--- src/srw_supervisor_defs.vh ---
`ifndef SRW_SUPERVISOR_DEFS_VH
`define SRW_SUPERVISOR_DEFS_VH

// number of monitored supply inputs
`define SRW_NUM_IN 8

// clock rate in kHz (20 MHz)
`define SRW_CLK_KHZ 32'h4E20

// internal reset timeout, 140 ms minimum
`define SRW_RST_TIMEOUT_MS 32'h8C
// watchdog timeout, 1.6 s = 1600 ms
`define SRW_WD_TIMEOUT_MS 32'h640
// startup window after reset, 54 s = 54000 ms
`define SRW_STARTUP_MS 32'hD2F0

// capacitor timeout: 2.06e6 ohm x C x 20 MHz = 41.2 cycles per pF,
// done exactly as an accumulator stepping 10 per cycle toward C x 412
`define SRW_CAP_MULT 32'h19C
`define SRW_CAP_STEP 32'hA
`define SRW_ONE_STEP 32'h1

// register word indexes (byte address = index x 4)
`define SRW_IDX_CTRL 6'h00
`define SRW_IDX_CAP 6'h01
`define SRW_IDX_STATUS 6'h02

// control register fields
`define SRW_CTRL_SEPARATE 0
`define SRW_CTRL_RESET 1'h0

// capacitor register width and reset value
`define SRW_CAP_W 16
`define SRW_CAP_RESET 16'h0000

// status register fields
`define SRW_ST_RESET_N 0
`define SRW_ST_FAULT_N 1
`define SRW_ST_STARTUP 2
`define SRW_ST_WD_OFF 3
`define SRW_ST_MARGIN 4
`define SRW_ST_WIDE 5
`define SRW_ST_CAP_TIED 6
`define SRW_ST_WD_FAULT 7
`define SRW_ST_UV_LSB 8

`endif

--- src/srw_supervisor.v ---
// Overview of operation
// - tolerance select low picks 5 percent thresholds, high picks 10 percent
// - coupled variant: kick held too long asserts reset and clears the timer
// - coupled variant: timer clears on reset or any kick edge
// - coupled variant: after reset, first kick may take the long startup delay
// - kick input left open disables the watchdog; host leaves it open to disable
// - separate variant: kick held too long asserts fault output; edges clear timer
// - separate variant: no startup window, normal timeout from the start
// - manual reset low asserts reset; held a timeout after release
// - timing pin tied to supply selects internal 140 ms timeout
// - capacitor fitted sets timeout as 2.06 Mohm times capacitance
// - reset asserts when any supply is low or manual reset is asserted
// - reset holds a timeout after all supplies good and manual reset off
// - separate variant: fault output low while any supply is below threshold
// - fault output releases at once when all supplies recover
// - separate variant: with supplies good, fault output asserts on watchdog expiry
// - fault output releases on a kick edge or manual reset low
// - separate variant: watchdog counts only after reset timeout ends
// - margin input low holds fault output deasserted
// - margin input low forces resetN and wdFaultOutN high
`include "srw_supervisor_defs.vh"

module srw_supervisor #(
  parameter [31:0] RST_CYC = `SRW_RST_TIMEOUT_MS * `SRW_CLK_KHZ,
  parameter [31:0] WD_CYC = `SRW_WD_TIMEOUT_MS * `SRW_CLK_KHZ,
  parameter [31:0] STARTUP_CYC = `SRW_STARTUP_MS * `SRW_CLK_KHZ
) (
  input wire clk,
  input wire rst_n,
  // wishbone classic slave
  input wire wb_cyc_i,
  input wire wb_stb_i,
  input wire wb_we_i,
  input wire [7:0] wb_adr_i,
  input wire [3:0] wb_sel_i,
  input wire [31:0] wb_dat_i,
  output reg [31:0] wb_dat_o,
  output reg wb_ack_o,
  // comparator flags, high = supply below threshold
  input wire [`SRW_NUM_IN-1:0] underVoltage,
  input wire manualResetN,
  input wire wdKickIn,
  // open-state detector, high = kick pin floating
  input wire wdKickOpen,
  input wire marginN,
  input wire thresholdToleranceSel,
  // high = timing pin tied to supply
  input wire resetTimingCapTied,
  // to comparators, high = 10 percent thresholds
  output reg thresholdWide,
  output reg resetN,
  output reg wdFaultOutN
);

  // first synchroniser stage
  reg [`SRW_NUM_IN-1:0] uvMeta_reg;
  reg mrMeta_reg;
  reg kickMeta_reg;
  reg openMeta_reg;
  reg marginMeta_reg;
  reg tolMeta_reg;
  reg capMeta_reg;

  // second synchroniser stage
  reg [`SRW_NUM_IN-1:0] uvSync_reg;
  reg mrSync_reg;
  reg kickSync_reg;
  reg openSync_reg;
  reg marginSync_reg;
  reg tolSync_reg;
  reg capSync_reg;

  // kick history for edge detection; resets to the idle low level
  // so that no false edge follows reset
  reg kickPrev_reg;

  // software registers
  reg separateMode_reg;
  reg [`SRW_CAP_W-1:0] capPf_reg;

  // reset timeout state
  reg resetActive_reg;
  reg [31:0] rstCnt_reg;

  // watchdog state
  reg [31:0] wdCnt_reg;
  reg startup_reg;
  reg wdFault_reg;
  reg wdResetReq_reg;

  wire anyUv;
  wire supplyFault;
  wire kickEdge;
  wire wdOff;
  wire marginOn;
  wire [31:0] capTarget;
  wire [31:0] rstTarget;
  wire [31:0] rstStep;
  wire [31:0] rstSum;
  wire rstDone;
  wire [31:0] wdLimit;
  wire wdExpire;
  wire busReq;
  wire [5:0] wordIdx;
  reg [31:0] readData;

  // next values of the reset hold and watchdog
  reg resetActive_next;
  reg [31:0] rstCnt_next;
  reg [31:0] wdCnt_next;
  reg startup_next;
  reg wdResetReq_next;
  reg wdFault_next;
  // next values of the software registers
  reg separateMode_next;
  reg [`SRW_CAP_W-1:0] capPf_next;
  // next values of the output flops
  reg thresholdWide_next;
  reg resetN_next;
  reg wdFaultOutN_next;

  // two flops on every pin input; only the second is read
  always @(posedge clk) begin
    if (!rst_n) begin
      uvMeta_reg <= {`SRW_NUM_IN{1'b0}};
      mrMeta_reg <= 1'b1;
      kickMeta_reg <= 1'b0;
      openMeta_reg <= 1'b0;
      marginMeta_reg <= 1'b1;
      tolMeta_reg <= 1'b0;
      capMeta_reg <= 1'b1;
      uvSync_reg <= {`SRW_NUM_IN{1'b0}};
      mrSync_reg <= 1'b1;
      kickSync_reg <= 1'b0;
      openSync_reg <= 1'b0;
      marginSync_reg <= 1'b1;
      tolSync_reg <= 1'b0;
      capSync_reg <= 1'b1;
      kickPrev_reg <= 1'b0;
    end else begin
      uvMeta_reg <= underVoltage;
      mrMeta_reg <= manualResetN;
      kickMeta_reg <= wdKickIn;
      openMeta_reg <= wdKickOpen;
      marginMeta_reg <= marginN;
      tolMeta_reg <= thresholdToleranceSel;
      capMeta_reg <= resetTimingCapTied;
      uvSync_reg <= uvMeta_reg;
      mrSync_reg <= mrMeta_reg;
      kickSync_reg <= kickMeta_reg;
      openSync_reg <= openMeta_reg;
      marginSync_reg <= marginMeta_reg;
      tolSync_reg <= tolMeta_reg;
      capSync_reg <= capMeta_reg;
      kickPrev_reg <= kickSync_reg;
    end
  end

  // combined fault and edge terms
  assign anyUv = |uvSync_reg;
  assign supplyFault = anyUv | ~mrSync_reg;
  assign kickEdge = kickSync_reg ^ kickPrev_reg;
  assign wdOff = openSync_reg;
  assign marginOn = ~marginSync_reg;

  // reset timeout source: internal count or capacitor scaled
  assign capTarget = capPf_reg * `SRW_CAP_MULT;
  assign rstTarget = capSync_reg ? RST_CYC : capTarget;
  assign rstStep = capSync_reg ? `SRW_ONE_STEP : `SRW_CAP_STEP;
  assign rstSum = rstCnt_reg + rstStep;
  // the capacitor path rounds the hold time up to whole cycles
  assign rstDone = (rstSum >= rstTarget);

  // reset hold next state: restarts on every fault, ends when the count is met
  always @* begin
    resetActive_next = resetActive_reg;
    rstCnt_next = rstCnt_reg;
    if (supplyFault || wdResetReq_reg) begin
      resetActive_next = 1'b1;
      rstCnt_next = 32'h0;
    end else if (resetActive_reg) begin
      if (rstDone) begin
        resetActive_next = 1'b0;
        rstCnt_next = 32'h0;
      end else begin
        rstCnt_next = rstSum;
      end
    end
  end

  // reset hold flops; the hold is armed out of reset
  always @(posedge clk) begin
    if (!rst_n) begin
      resetActive_reg <= 1'b1;
      rstCnt_reg <= 32'h0;
    end else begin
      resetActive_reg <= resetActive_next;
      rstCnt_reg <= rstCnt_next;
    end
  end

  // startup window only in the coupled variant
  assign wdLimit = (!separateMode_reg && startup_reg) ?
                   STARTUP_CYC : WD_CYC;
  assign wdExpire = !resetActive_reg && !wdOff &&
                    !kickEdge && (wdCnt_reg + 32'h1 >= wdLimit);

  // watchdog next state; held clear during reset so it starts after timeout
  always @* begin
    wdCnt_next = wdCnt_reg + 32'h1;
    startup_next = startup_reg;
    wdResetReq_next = 1'b0;
    if (resetActive_reg || wdOff) begin
      wdCnt_next = 32'h0;
      if (resetActive_reg) begin
        startup_next = 1'b1;
      end
    end else if (kickEdge) begin
      wdCnt_next = 32'h0;
      startup_next = 1'b0;
    end else if (wdExpire) begin
      wdCnt_next = 32'h0;
      // coupled variant turns expiry into a full reset
      wdResetReq_next = !separateMode_reg;
    end
  end

  // watchdog flops
  always @(posedge clk) begin
    if (!rst_n) begin
      wdCnt_reg <= 32'h0;
      startup_reg <= 1'b1;
      wdResetReq_reg <= 1'b0;
    end else begin
      wdCnt_reg <= wdCnt_next;
      startup_reg <= startup_next;
      wdResetReq_reg <= wdResetReq_next;
    end
  end

  // separate-variant fault latch; a kick edge wins over a new expiry
  always @* begin
    wdFault_next = wdFault_reg;
    if (!separateMode_reg) begin
      wdFault_next = 1'b0;
    end else if (!mrSync_reg || kickEdge) begin
      wdFault_next = 1'b0;
    end else if (wdExpire && !anyUv) begin
      wdFault_next = 1'b1;
    end
  end

  // fault latch flop
  always @(posedge clk) begin
    if (!rst_n) begin
      wdFault_reg <= 1'b0;
    end else begin
      wdFault_reg <= wdFault_next;
    end
  end

  // output next values; margin forces resetN and wdFaultOutN high
  always @* begin
    thresholdWide_next = tolSync_reg;
    resetN_next = ~resetActive_reg;
    // in the separate variant uv pulls fault low at once and releases with no delay
    wdFaultOutN_next = ~(separateMode_reg &&
                         (anyUv || wdFault_reg));
    if (marginOn) begin
      resetN_next = 1'b1;
      wdFaultOutN_next = 1'b1;
    end
  end

  // outputs straight from flops
  always @(posedge clk) begin
    if (!rst_n) begin
      resetN <= 1'b0;
      wdFaultOutN <= 1'b1;
      thresholdWide <= 1'b0;
    end else begin
      thresholdWide <= thresholdWide_next;
      resetN <= resetN_next;
      wdFaultOutN <= wdFaultOutN_next;
    end
  end

  // bus decode: word index from the byte address
  assign busReq = wb_cyc_i & wb_stb_i;
  assign wordIdx = wb_adr_i[7:2];

  // register writes, taken on the edge at which the master sees ack high
  always @* begin
    separateMode_next = separateMode_reg;
    capPf_next = capPf_reg;
    if (busReq && wb_we_i && wb_ack_o) begin
      case (wordIdx)
        `SRW_IDX_CTRL: begin
          if (wb_sel_i[0]) begin
            separateMode_next = wb_dat_i[`SRW_CTRL_SEPARATE];
          end
        end
        `SRW_IDX_CAP: begin
          if (wb_sel_i[0]) begin
            capPf_next[7:0] = wb_dat_i[7:0];
          end
          if (wb_sel_i[1]) begin
            capPf_next[15:8] = wb_dat_i[15:8];
          end
        end
        default: begin
          capPf_next = capPf_reg; // unmapped writes are dropped
        end
      endcase
    end
  end

  // software register flops
  always @(posedge clk) begin
    if (!rst_n) begin
      separateMode_reg <= `SRW_CTRL_RESET;
      capPf_reg <= `SRW_CAP_RESET;
    end else begin
      separateMode_reg <= separateMode_next;
      capPf_reg <= capPf_next;
    end
  end

  // read mux; unmapped words read zero
  always @* begin
    readData = 32'h0;
    case (wordIdx)
      `SRW_IDX_CTRL: begin
        readData[`SRW_CTRL_SEPARATE] = separateMode_reg;
      end
      `SRW_IDX_CAP: begin
        readData[`SRW_CAP_W-1:0] = capPf_reg;
      end
      `SRW_IDX_STATUS: begin
        readData[`SRW_ST_RESET_N] = resetN;
        readData[`SRW_ST_FAULT_N] = wdFaultOutN;
        readData[`SRW_ST_STARTUP] = startup_reg;
        readData[`SRW_ST_WD_OFF] = wdOff;
        readData[`SRW_ST_MARGIN] = marginOn;
        readData[`SRW_ST_WIDE] = thresholdWide;
        readData[`SRW_ST_CAP_TIED] = capSync_reg;
        readData[`SRW_ST_WD_FAULT] = wdFault_reg;
        readData[`SRW_ST_UV_LSB +: `SRW_NUM_IN] = uvSync_reg;
      end
      default: begin
        readData = 32'h0;
      end
    endcase
  end

  // one-cycle acknowledge; drops the cycle after it was given
  always @(posedge clk) begin
    if (!rst_n) begin
      wb_ack_o <= 1'b0;
      wb_dat_o <= 32'h0;
    end else begin
      wb_ack_o <= busReq & ~wb_ack_o;
      if (busReq && !wb_ack_o) begin
        wb_dat_o <= readData;
      end
    end
  end

endmodule // srw_supervisor

--- config.mk ---
export PLATFORM = sky130hd
export DESIGN_NAME = srw_supervisor
export DESIGN_NICKNAME = d
export VERILOG_FILES = /design/src/srw_supervisor.v
export VERILOG_INCLUDE_DIRS = /design/src
export SDC_FILE = /design/constraint.sdc
export NUM_CORES = 1
export LEC_CHECK = 0
export BUFFER_PORTS_ARGS = -buffer_cell sky130_fd_sc_hd__buf_2
export CAP_MARGIN = 20
export CORE_ASPECT_RATIO = 1.2
export CORE_UTILIZATION = 50
export DETAILED_ROUTE_END_ITERATION = 10
export PLACE_DENSITY = 0.7
export SLEW_MARGIN = 40
export SYNTH_ARGS = -nofsm -noshare
export SYNTH_HDL_FRONTEND = slang
export SYNTH_SLANG_ARGS = --single-unit
export TNS_END_PERCENT = 50
--- constraint.sdc ---
create_clock -name clk -period 17.3 [get_ports clk]
set_clock_uncertainty 0.2 [all_clocks]
set_input_delay 3.46 -clock clk [delete_from_list [all_inputs] [get_ports clk]]
set_output_delay 3.46 -clock clk [all_outputs]
set_load 0.02 [all_outputs]
# Word-level counts from Yosys, hierarchy flattened
# Index checks and enable logic that the tools add are counted.
# totals
latch_bits	0
mem_bits_ro	0
reg_bits	134
n_memories	0
mem_bits_rw	0
inputBits	63
# op_classes
mux	12
add_sub_neg	2
eq_ne	3
shift	0
n_bitwise	12
div	0
n_mul	1
order_cmp	2
reduce_logical	32
# op_table
cell	count
$add A32 B1 Y32 const B	1
$add A32 B4 Y32	1
$ge A32 B25 Y1	1
$ge A32 B31 Y1	1
$mux W32	1
$mux W31	1
$pmux W15 S2	1
$mux W25	1
$mul A16 B7 Y23 const B	1
$logic_and A1 B1 Y1	9
$reduce_and A3 Y1	3
$not A1 Y1	8
$reduce_or A4 Y1	2
$reduce_or A8 Y1	1
$logic_not A1 Y1	7
$eq A6 B1 Y1 const B	1
$eq A6 B2 Y1 const B	1
$logic_not A6 Y1	1
$mux W1	6
$logic_or A1 B1 Y1	4
$mux W4	1
$reduce_and A2 Y1	2
$pmux W1 S3	1
$reduce_or A3 Y1	1
6 further kinds	7

# Longest topological paths before layout
# Gate-level depths: netlist of the first run.
# depth
ltp_word	7
depth_mapped	28

# Least setup slack after synthesis of the first run
# Ideal clock, no wire load.
# synth_timing
path_type	register to register
startpoint	reg capPf_reg[2]
endpoint	reg rstCnt_reg[14]
path_stages_with_launch	29
period_less_slack_ns	6.420
t_arrival_ns	6.148
n_path_buf	2
path_slack_ns	10.880
t_required_ns	17.028
cell_sequence	dfxtp_1 -> ha_1 -> inv_1 -> fa_1 -> inv_1 -> fa_1 -> inv_1 -> fa_1 -> inv_1 -> ha_1 -> a21oi_1 -> inv_1 -> a41o_1 -> o31ai_1 -> o311a_1 -> o21ai_0 -> or2_2 -> a21oi_1 -> ha_1 -> a211oi_1 -> o21ai_0 -> a211oi_1 -> o21ai_0 -> a211o_1 -> a2111oi_4 -> buf_6 -> buf_6 -> nand3_1 -> mux2i_1
# synth_between
elab_chain_len	4
# synth_lines
element	line	rtl
start: declaration	srw_supervisor.v:79	reg [`SRW_CAP_W-1:0] capPf_reg;
start signal: assignment	srw_supervisor.v:322	capPf_reg <= `SRW_CAP_RESET;
start signal: assignment	srw_supervisor.v:325	capPf_reg <= capPf_next;
$mul A16 B7 Y23 (no source line)	--	
$mux W25	srw_supervisor.v:168	assign rstTarget = capSync_reg ? RST_CYC : capTarget;
$ge A32 B25 Y1	srw_supervisor.v:172	assign rstDone = (rstSum >= rstTarget);
$mux W32	srw_supervisor.v:182	if (rstDone) begin
end signal: assignment	srw_supervisor.v:198	rstCnt_reg <= rstCnt_next;
end: declaration	srw_supervisor.v:83	reg [31:0] rstCnt_reg;
# Every way passes these cells.
# A chain may end at the register's enable or synchronous reset.

# Final worst setup path of the first run
# layout_timing
startpoint	reg capPf_reg[0]
endpoint	reg rstCnt_reg[14]
# Same word-level chain as after synthesis.

==> run metrics, run 1 <==
outcome complete, no violations; worst hold slack about 200 ps; Final HPWL DP 14200 um; synth top area cells dfxtp_1 29%, ha_1 13%, fa_1 7.1%; Hold/Removal Path Class reg -> reg; post-CTS sizing 0; Die Height 152 um; CTS tree built; Total Routing Usage GR roughly a fifth; WHS Endpoint mrSync_reg; I/O Pins 99; FF-to-FF End rstCnt_reg[14]; Met1 Wirelength ~9000 um; drt drc 0; Final nets approximately 1300; Place WS 9940 ps; core area approximately 0.018 mm^2; Cell Area, Synth roughly 0.0093 mm^2; Async S/R FF share, synth 0%; max-cap violations 0; number of global-route vias before repair ~7000; worst vdd ir around 75 uV; Slew @ Worst Pin roughly 830 ps; post-cts hold buffer count 0; uppermost layer routed met5; Post-Route WL slightly below 20000 um; initial antenna violation count 1; min-delay src mrMeta_reg; Startpoint Class register; Worst-path clk slew 60 ps; P_leak between 4 and 5 nW; H-tree Lvls 4; met3 WL post-DR slightly above 500 um; final RePlAce weighted congestion around 0.83; Achievable Freq 135 MHz; Ys Warns 0; 1st-pass router iterations 5; Final Hold Vio Count 0; Post-synth EDFFs 0; Worst Setup End Kind register; Crit Path Max Fanout 39; row count 54; crit share post-route a little over two fifths; Relative slew margins 44.0%; # Post-CTS Setup Buffers 0; Unique masters post-synth between 60 and 70; Wirelength per Cell 14.5 um; post-synthesis sequential area ratio roughly 29%; top cell type's share of synthesized area 28.7%; Clock Tree Root clkbuf_16; final setup vio count 0; met2 WL ~9500 um; PortBufs between 60 and 70; Reg2Reg Setup Slack between 9000 and 10000 ps; PD cells 71.0 mW/mm^2; initial DRC count approximately 280; drt via density approximately 5.5; setup ws final 9910 ps; die area just under 0.02 mm^2; die span in x 127 um; #FFs+latches synth ~130; initial core utilization just over 50%; CP arrival around 7500 ps; Reg-to-Reg Start capPf_reg[0]; worst setup path category reg -> reg; Max clock buf depth 2; required time worst endpoint 17450 ps; Primary FF master, synth dfxtp_1; antenna-violating nets left 0; share of cells above drive strength 1 a little over a tenth; largest net degree at the start of global routing 71; post-synth top area cell dfxtp_1; Avg Cell Area, Syn just under 9 um^2; Layout area overhead 11.9%; depth of the most critical reg-to-reg path 27; Slew Viols, Final 0; global-route wire length before repair about 33000 um; Skew-Pair Late Insertion Delay ~430 ps; crit path time final 7390 ps; setup TNS 0 ps; cell count after synthesis about 1000; Num CTS Buffers 17; DR vias 7318; hold depth 1; RSZ-0062 raised after global routing false; gr ovfl total 0; CTS sink cnt ~130
## cell usage in the layout (no fill, tap or decap), drive strengths merged, types with 24 or more instances in the layout
master    n
nand3    41
xnor2    46
fa       33
ha       99
dfxtp   134
nor2b    32
nor2     59
and2     39
inv     112
xor2     24
a21oi    24
buf      70
nand2    66
mux2i    34
## synthesized netlist by cell type, types with 3 or more instances
master / n
dfxtp_1: 134
inv_1: 110
ha_1: 99
nand2_1: 66
nor2_1: 59
xnor2_1: 46
nand3_1: 41
and2_1: 39
mux2i_1: 34
fa_1: 33
nor2b_1: 32
clkbuf_1: 26
a21oi_1: 24
xor2_1: 24
a31oi_1: 21
nand4_1: 21
nor3_1: 21
o21ai_0: 18
a22oi_1: 16
buf_4: 16
o211a_1: 15
a21o_1: 13
nand2b_1: 13
a32o_1: 12
and3_1: 12
a211oi_1: 7
buf_2: 7
nor4_1: 7
and4_1: 6
nor3b_1: 6
o21a_1: 6
nand3b_1: 5
a311oi_1: 4
or3_1: 4
or4_1: 4
a211o_1: 3
o211ai_1: 3
o31ai_1: 3
or2_2: 3
## cell type report
type                       instances  area, um^2
fill                            1662        7780
multi-input combinational        768        6070
sequential                       134        2680
inverter                         110         413
tap                              224         280
clock inverter                    13         196
clock buffer                      19         443
timing repair buffer              70         373
antenna                            1        2.50
## worst max-delay path, cell delays in order, from the launching register on
cell	delay (ps)
dfxtp_1	460
ha_1	280
inv_1	80
fa_1	500
inv_1	50
fa_1	490
inv_1	50
fa_1	500
inv_1	40
ha_1	350
a21oi_1	200
o2bb2ai_1	100
a211oi_1	290
a21o_1	220
o21ai_0	190
a41oi_1	390
nor4_1	90
a311oi_1	400
ha_1	350
o211ai_1	100
nor4_1	90
a221oi_1	260
o21ai_0	260
a211o_1	340
a2111oi_4	320
buf_4	420
nand3_1	120
mux2i_1	160
## power by group
group / switching (mW) / leakage [nW] / internal [mW]
clock: 0.143 / 0.304 / 0.247
sequential: 0.00281 / 1.09 / 0.315
combinational: 0.0211 / 3.46 / 0.0138
total: 0.167 / 4.85 / 0.575
## worst max-delay path by stage
stage                     endpoint  cells past startpoint          from
finish              rstCnt_reg[14]                     27  capPf_reg[0]
global route        rstCnt_reg[17]                     27  capPf_reg[0]
CTS                 rstCnt_reg[23]                     26  capPf_reg[4]
detailed placement  rstCnt_reg[17]                     26  capPf_reg[4]
global placement    rstCnt_reg[17]                     26  capPf_reg[4]
floorplan           rstCnt_reg[14]                     28  capPf_reg[2]
## logic make-up after synthesis
group,Yosys count,synth area share [%]
fa+ha+maj,132,20.3
flops,134,28.7
other cells,1,0.0401
simple gates,347,19.9
compound gates,168,13.4
buf+inv,162,7.41
mux,34,3.64
xor+xnor,70,6.56
## stage by stage
stage / area, um^2 / power [mW] / util (%) / cells
2_1_floorplan: 9400 / 0.349 / - / 1064
3_3_place_gp: 9800 / 0.358 / 53.7 / 1306
3_5_place_dp: 9810 / 0.359 / 53.8 / 1306
4_1_cts: 10500 / 0.748 / 57.3 / 1338
5_1_grt: 10500 / 0.766 / 57.3 / 1338
6_report: 10500 / 0.742 / 57.3 / 1339
## layer usage
layer / GRT usage [%] / vias up
met1: 26.4 / 3421
met4: 8.33 / 2
met5: 0 / -
met2: 36.3 / 109
li1: - / 3753
met3: 4.14 / 33
Power figures use the tool's default switching activity.
==> run 2: changes to the inputs <==
PLACE_DENSITY = 0.72   (was 0.7)
clock period = 6 ns   (was 17.3 ns; I/O delays follow)
==> run 2 against run 1 <==
Compared with the run above:
- the flow now finishes with violations (negative setup slack)
- non-clock buffer count grew 92
- via count grew 7.3%
- utilization grew 6.7 points
- critical path type unchanged
- largest cell class unchanged
- largest power group unchanged
==> run metrics, run 2 (same netlist as run 1, synthesis figures left out) <==
max-cap violations 0; depth of the most critical reg-to-reg path 31; final RePlAce weighted congestion roughly 0.84; initial DRC count between 300 and 400; Num CTS Buffers 17; Startpoint Class register; worst setup path category reg -> reg; Worst-path clk slew about 60 ps; setup ws final -512 ps; violated checks negative setup slack; 1st-pass router iterations 7; Slew Viols, Final 0; final non-filler cell total between 1000 and 1500; Reg2Reg Setup Slack -510 ps; number of global-route vias before repair roughly 7400; Total Routing Usage GR approximately 22%; hold depth 1; Reg-to-Reg Start capPf_reg[5]; Wirelength per Cell approximately 15 um; P_leak around 5.4 nW; FF-to-FF End rstCnt_reg[17]; Clock Tree Root clkbuf_16; ant diodes 0; Final Util ~64%; antenna-violating nets left 0; crit path time final between 6000 and 7000 ps; core area between 0.015 and 0.02 mm^2; drt via density between 5 and 6; Max clock buf depth 2; most frequent CP cell inv_2; I/O Pins 99; Achievable Freq about 150 MHz; CP arrival between 6000 and 7000 ps; placed cells 1384; Worst Setup End Kind register; PortBufs 62; post-cts hold buffer count 0; initial core utilization about half; Place WS -580 ps; commonest non-fill, non-tap cell in the layout dfxtp_1; DR vias roughly 8000; Post-Route WL 21000 um; CP peak stage delay approximately 500 ps; most frequent cells in the layout 129 x dfxtp_1, 106 x inv_1, 91 x buf_4; PD cells 175 mW/mm^2; row count between 50 and 60; crit share post-route 109%; Final Total Pwr roughly 2.0 mW; H-tree Lvls 4; final setup vio count 26; required time worst endpoint 6140 ps; Hold/Removal Path Class reg -> reg; RSZ-0062 raised after global routing true; Relative slew margins approximately 37%; outcome complete, but fails checks; initial antenna violation count 0; die span in x about 130 um; WHS Endpoint marginSync_reg; share of cells above drive strength 1 between 20% and 30%; Final HPWL DP roughly 15000 um; Final Hold Vio Count 0; worst vdd ir 240 uV; min-delay src marginMeta_reg; Skew-Pair Late Insertion Delay ~430 ps; Slowest cell on crit path fa_1; CTS sink cnt 134; CTS tree built; Slew @ Worst Pin about 940 ps; drt drc 0; Final nets 1388; Die Height 152 um; setup TNS -9100 ps; global-route wire length before repair ~34000 um; largest net degree at the start of global routing between 70 and 80; die area around 0.019 mm^2; Crit Path Max Fanout 5; Layout area overhead 25.0%; gr ovfl total 0
-- run 2: changes by cell type in the layout (fill, tap and decap cells not counted), sizes merged --
cell      change
bufinv        -3
inv           +6
clkinv        -4
clkinvlp      +2
buf          +91
diode         -1
-- run 2: worst max-delay path, delay by kind of cell, from the launching register on --
kind | cells | cell delay, ps
mux | 1 | 220
fa+ha+maj | 6 | 2200
flops | 1 | 330
compound gates | 12 | 2340
simple gates | 2 | 160
buf+inv | 10 | 960
-- run 2: per-layer routing --
metal  routed length, um  part of all wire (%)  up-vias  GRT usage [%]
met4                 437                   2.1        0           8.33
met1                9370                    45     3727           27.3
met5                   0                     0        -              0
met3                 755                   3.6       38           3.97
li1                    -                     -     3918              -
met2               10400                    50      166           38.5
-- run 2: cell type report --
type                    instances  area [um^2]
clock buffers                  18          439
clock inverters                14          135
fillers                      1446         6560
inverters                     110          413
multi-input cells             768         6520
flip-flops and latches        134         2690
well taps                     224          280
repair buffers                162         1210
-- run 2: worst max-delay path by stage --
stage                       from              to  slack [ps]
finish              capPf_reg[5]  rstCnt_reg[17]        -510
detailed placement  capPf_reg[3]  rstCnt_reg[17]        -580
global route        capPf_reg[8]  rstCnt_reg[17]        -760
global placement    capPf_reg[3]  rstCnt_reg[17]        -490
floorplan           capPf_reg[2]  rstCnt_reg[14]          20
CTS                 capPf_reg[5]  rstCnt_reg[21]        -370
-- run 2: metrics by stage --
step	hold WS, ps	instance area (um^2)
2_1_floorplan	186	9490
3_3_place_gp	188	10500
3_5_place_dp	192	10500
4_1_cts	205	11400
5_1_grt	240	11700
6_report	205	11700
-- run 2: what timing repair did --
item,in CTS,in global routing
setup buffers,5,5
endpoints found under the setup margin,26,26
gates resized for setup,32,27
gates cloned,4,1
pin swaps,26,8
-- run 2: power breakdown --
group          internal [mW]  switching [mW]  total (mW)
clock                  0.590           0.430        1.02
combinational         0.0447          0.0648       0.109
sequential             0.907         0.00777       0.914
==> run 3: changes to the inputs <==
CORE_UTILIZATION = 30   (was 50)
PLACE_DENSITY = unset   (was 0.72)
TNS_END_PERCENT = unset   (was 50)
==> run 3 against run 2 <==
Compared with the run above:
- the flow still finishes with violations (negative setup slack)
- power down 1.9%
- final cell count increased by 12%
- utilization fell by 26 points
- clock power is essentially flat
- worst hold slack gained 1.8 ps
- worst setup slack worse by 54 ps
- first-iteration DRC count decreased by 1.1%
- combinational power shrank 6%
- critical path type unchanged
==> run metrics, run 3 (same netlist as run 1, synthesis figures left out) <==
Worst-path clk slew 70 ps; CP peak stage delay between 500 and 600 ps; gr ovfl total 0; Wirelength per Cell around 13 um; most frequent cells in the layout 129 x dfxtp_1, 105 x inv_1, 89 x buf_4; share of cells above drive strength 1 between 20% and 30%; die span in x roughly 160 um; Max clock buf depth 2; RSZ-0062 raised after global routing true; initial antenna violation count 0; Crit Path Max Fanout 6; largest net degree at the start of global routing just over 70; crit share post-route 109%; crit path time final ~6600 ps; Worst Setup End Kind register; placed cells roughly 1600; commonest non-fill, non-tap cell in the layout dfxtp_1; global-route wire length before repair about 35000 um; CTS sink cnt 134; Slew Viols, Final 0; final RePlAce weighted congestion between 0.8 and 0.9; Clock Tree Root clkbuf_16; Relative slew margins between 40% and 50%; row count 70; Slowest cell on crit path fa_1; drt via density 4.80; initial core utilization 30.6%; outcome complete, but fails checks; die area between 0.03 and 0.04 mm^2; worst vdd ir between 200 and 250 uV; Die Height ~200 um; post-cts hold buffer count 0; Hold/Removal Path Class reg -> reg; final setup vio count 26; Achievable Freq approximately 150 MHz; PD cells ~170 mW/mm^2; Total Routing Usage GR 13.5%; setup ws final -566 ps; worst setup path category reg -> reg; CTS tree built; Num CTS Buffers 17; drt drc 0; Final nets around 1400; DR vias about 7700; initial DRC count 362; Final HPWL DP 16000 um; Skew-Pair Late Insertion Delay ~440 ps; number of global-route vias before repair roughly 7400; Final Hold Vio Count 0; CP arrival 6720 ps; Startpoint Class register; PortBufs a little over 60; Slew @ Worst Pin 808 ps; Reg2Reg Setup Slack -570 ps; 1st-pass router iterations 5; Post-Route WL approximately 21000 um; required time worst endpoint about 6000 ps; core area a little over 0.03 mm^2; H-tree Lvls 4; violated checks negative setup slack; antenna-violating nets left 0; Fill cells between 3000 and 4000; P_leak around 5.3 nW; max-cap violations 0; Layout area overhead 24.0%; setup TNS -13280 ps; final non-filler cell total between 1500 and 2000; ant diodes 0; I/O Pins 99
==> run 3: cell types whose count changed in the layout (fill, tap and decap cells not counted), moves of 4 or more <==
cell      delta
inv_6        -6
a31oi_1     +11
a31oi_2      -4
a31oi_4      -7
clkinv_4     +5
buf_16       -4
==> run 3: area by class of cell <==
type | count | area [um^2] | area share [%]
Timing Repair Buffer | 158 | 1110 | 9.61
Inverter | 110 | 413 | 3.56
Multi-Input combinational cell | 768 | 6310 | 54.5
Sequential cell | 134 | 2690 | 23.2
Tap cell | 396 | 495 | 4.28
Clock inverter | 14 | 129 | 1.11
Clock buffer | 18 | 429 | 3.70
==> run 3: final timing paths <==
| check | start | to | depth (start not counted) |
|---|---|---|---|
| setup reg to reg | capPf_reg[2] | rstCnt_reg[13] | 28 |
| hold reg to reg | mrMeta_reg | mrSync_reg | 1 |
| setup / recovery | capPf_reg[2] | rstCnt_reg[13] | 28 |
| hold / removal | mrMeta_reg | mrSync_reg | 1 |
==> run 3: through the flow <==
step                hold slack [ps]  power, mW  instance area [um^2]  util, %  setup slack, ps
global placement                189       1.04                 10700     35.1             -488
finish                          206       2.00                 11600     37.9             -566
CTS                             211       2.03                 11300     37.0             -544
global route                    226       2.08                 11600     37.9             -896
detailed placement              197       1.04                 10700     35.1             -679
floorplan                       186       1.01                  9490        -             22.7
==> run 3: layer usage <==
layer / up-vias / share of wire, % / track usage, %
met5: - / 0 / 0
met1: 3621 / 46 / 16.9
met3: 31 / 2.3 / 2.08
met2: 105 / 49 / 22.9
met4: 0 / 2.4 / 5.85
li1: 3912 / - / -
==> run 3: repair_timing <==
action / CTS / global route
pin swaps: 0 / 13
cloned: 0 / 5
resized for setup: 3 / 27
setup endpoints to repair: 26 / 26
setup buffers: 0 / 2
==> run 3: power breakdown <==
part           leakage [nW]  switching (mW)  total (mW)  internal [mW]
Clock                 0.267           0.415       0.986          0.571
Sequential             1.09         0.00799       0.915          0.907
Combinational          3.93          0.0625       0.103         0.0408
==> run 3: critical path, delay by kind of cell (launching register included) <==
family / cells / cell delay, ps
simple gates: 1 / 70
fa+ha+maj: 6 / 2310
compound gates: 12 / 2560
mux: 1 / 160
buf+inv: 8 / 810
flops: 1 / 360
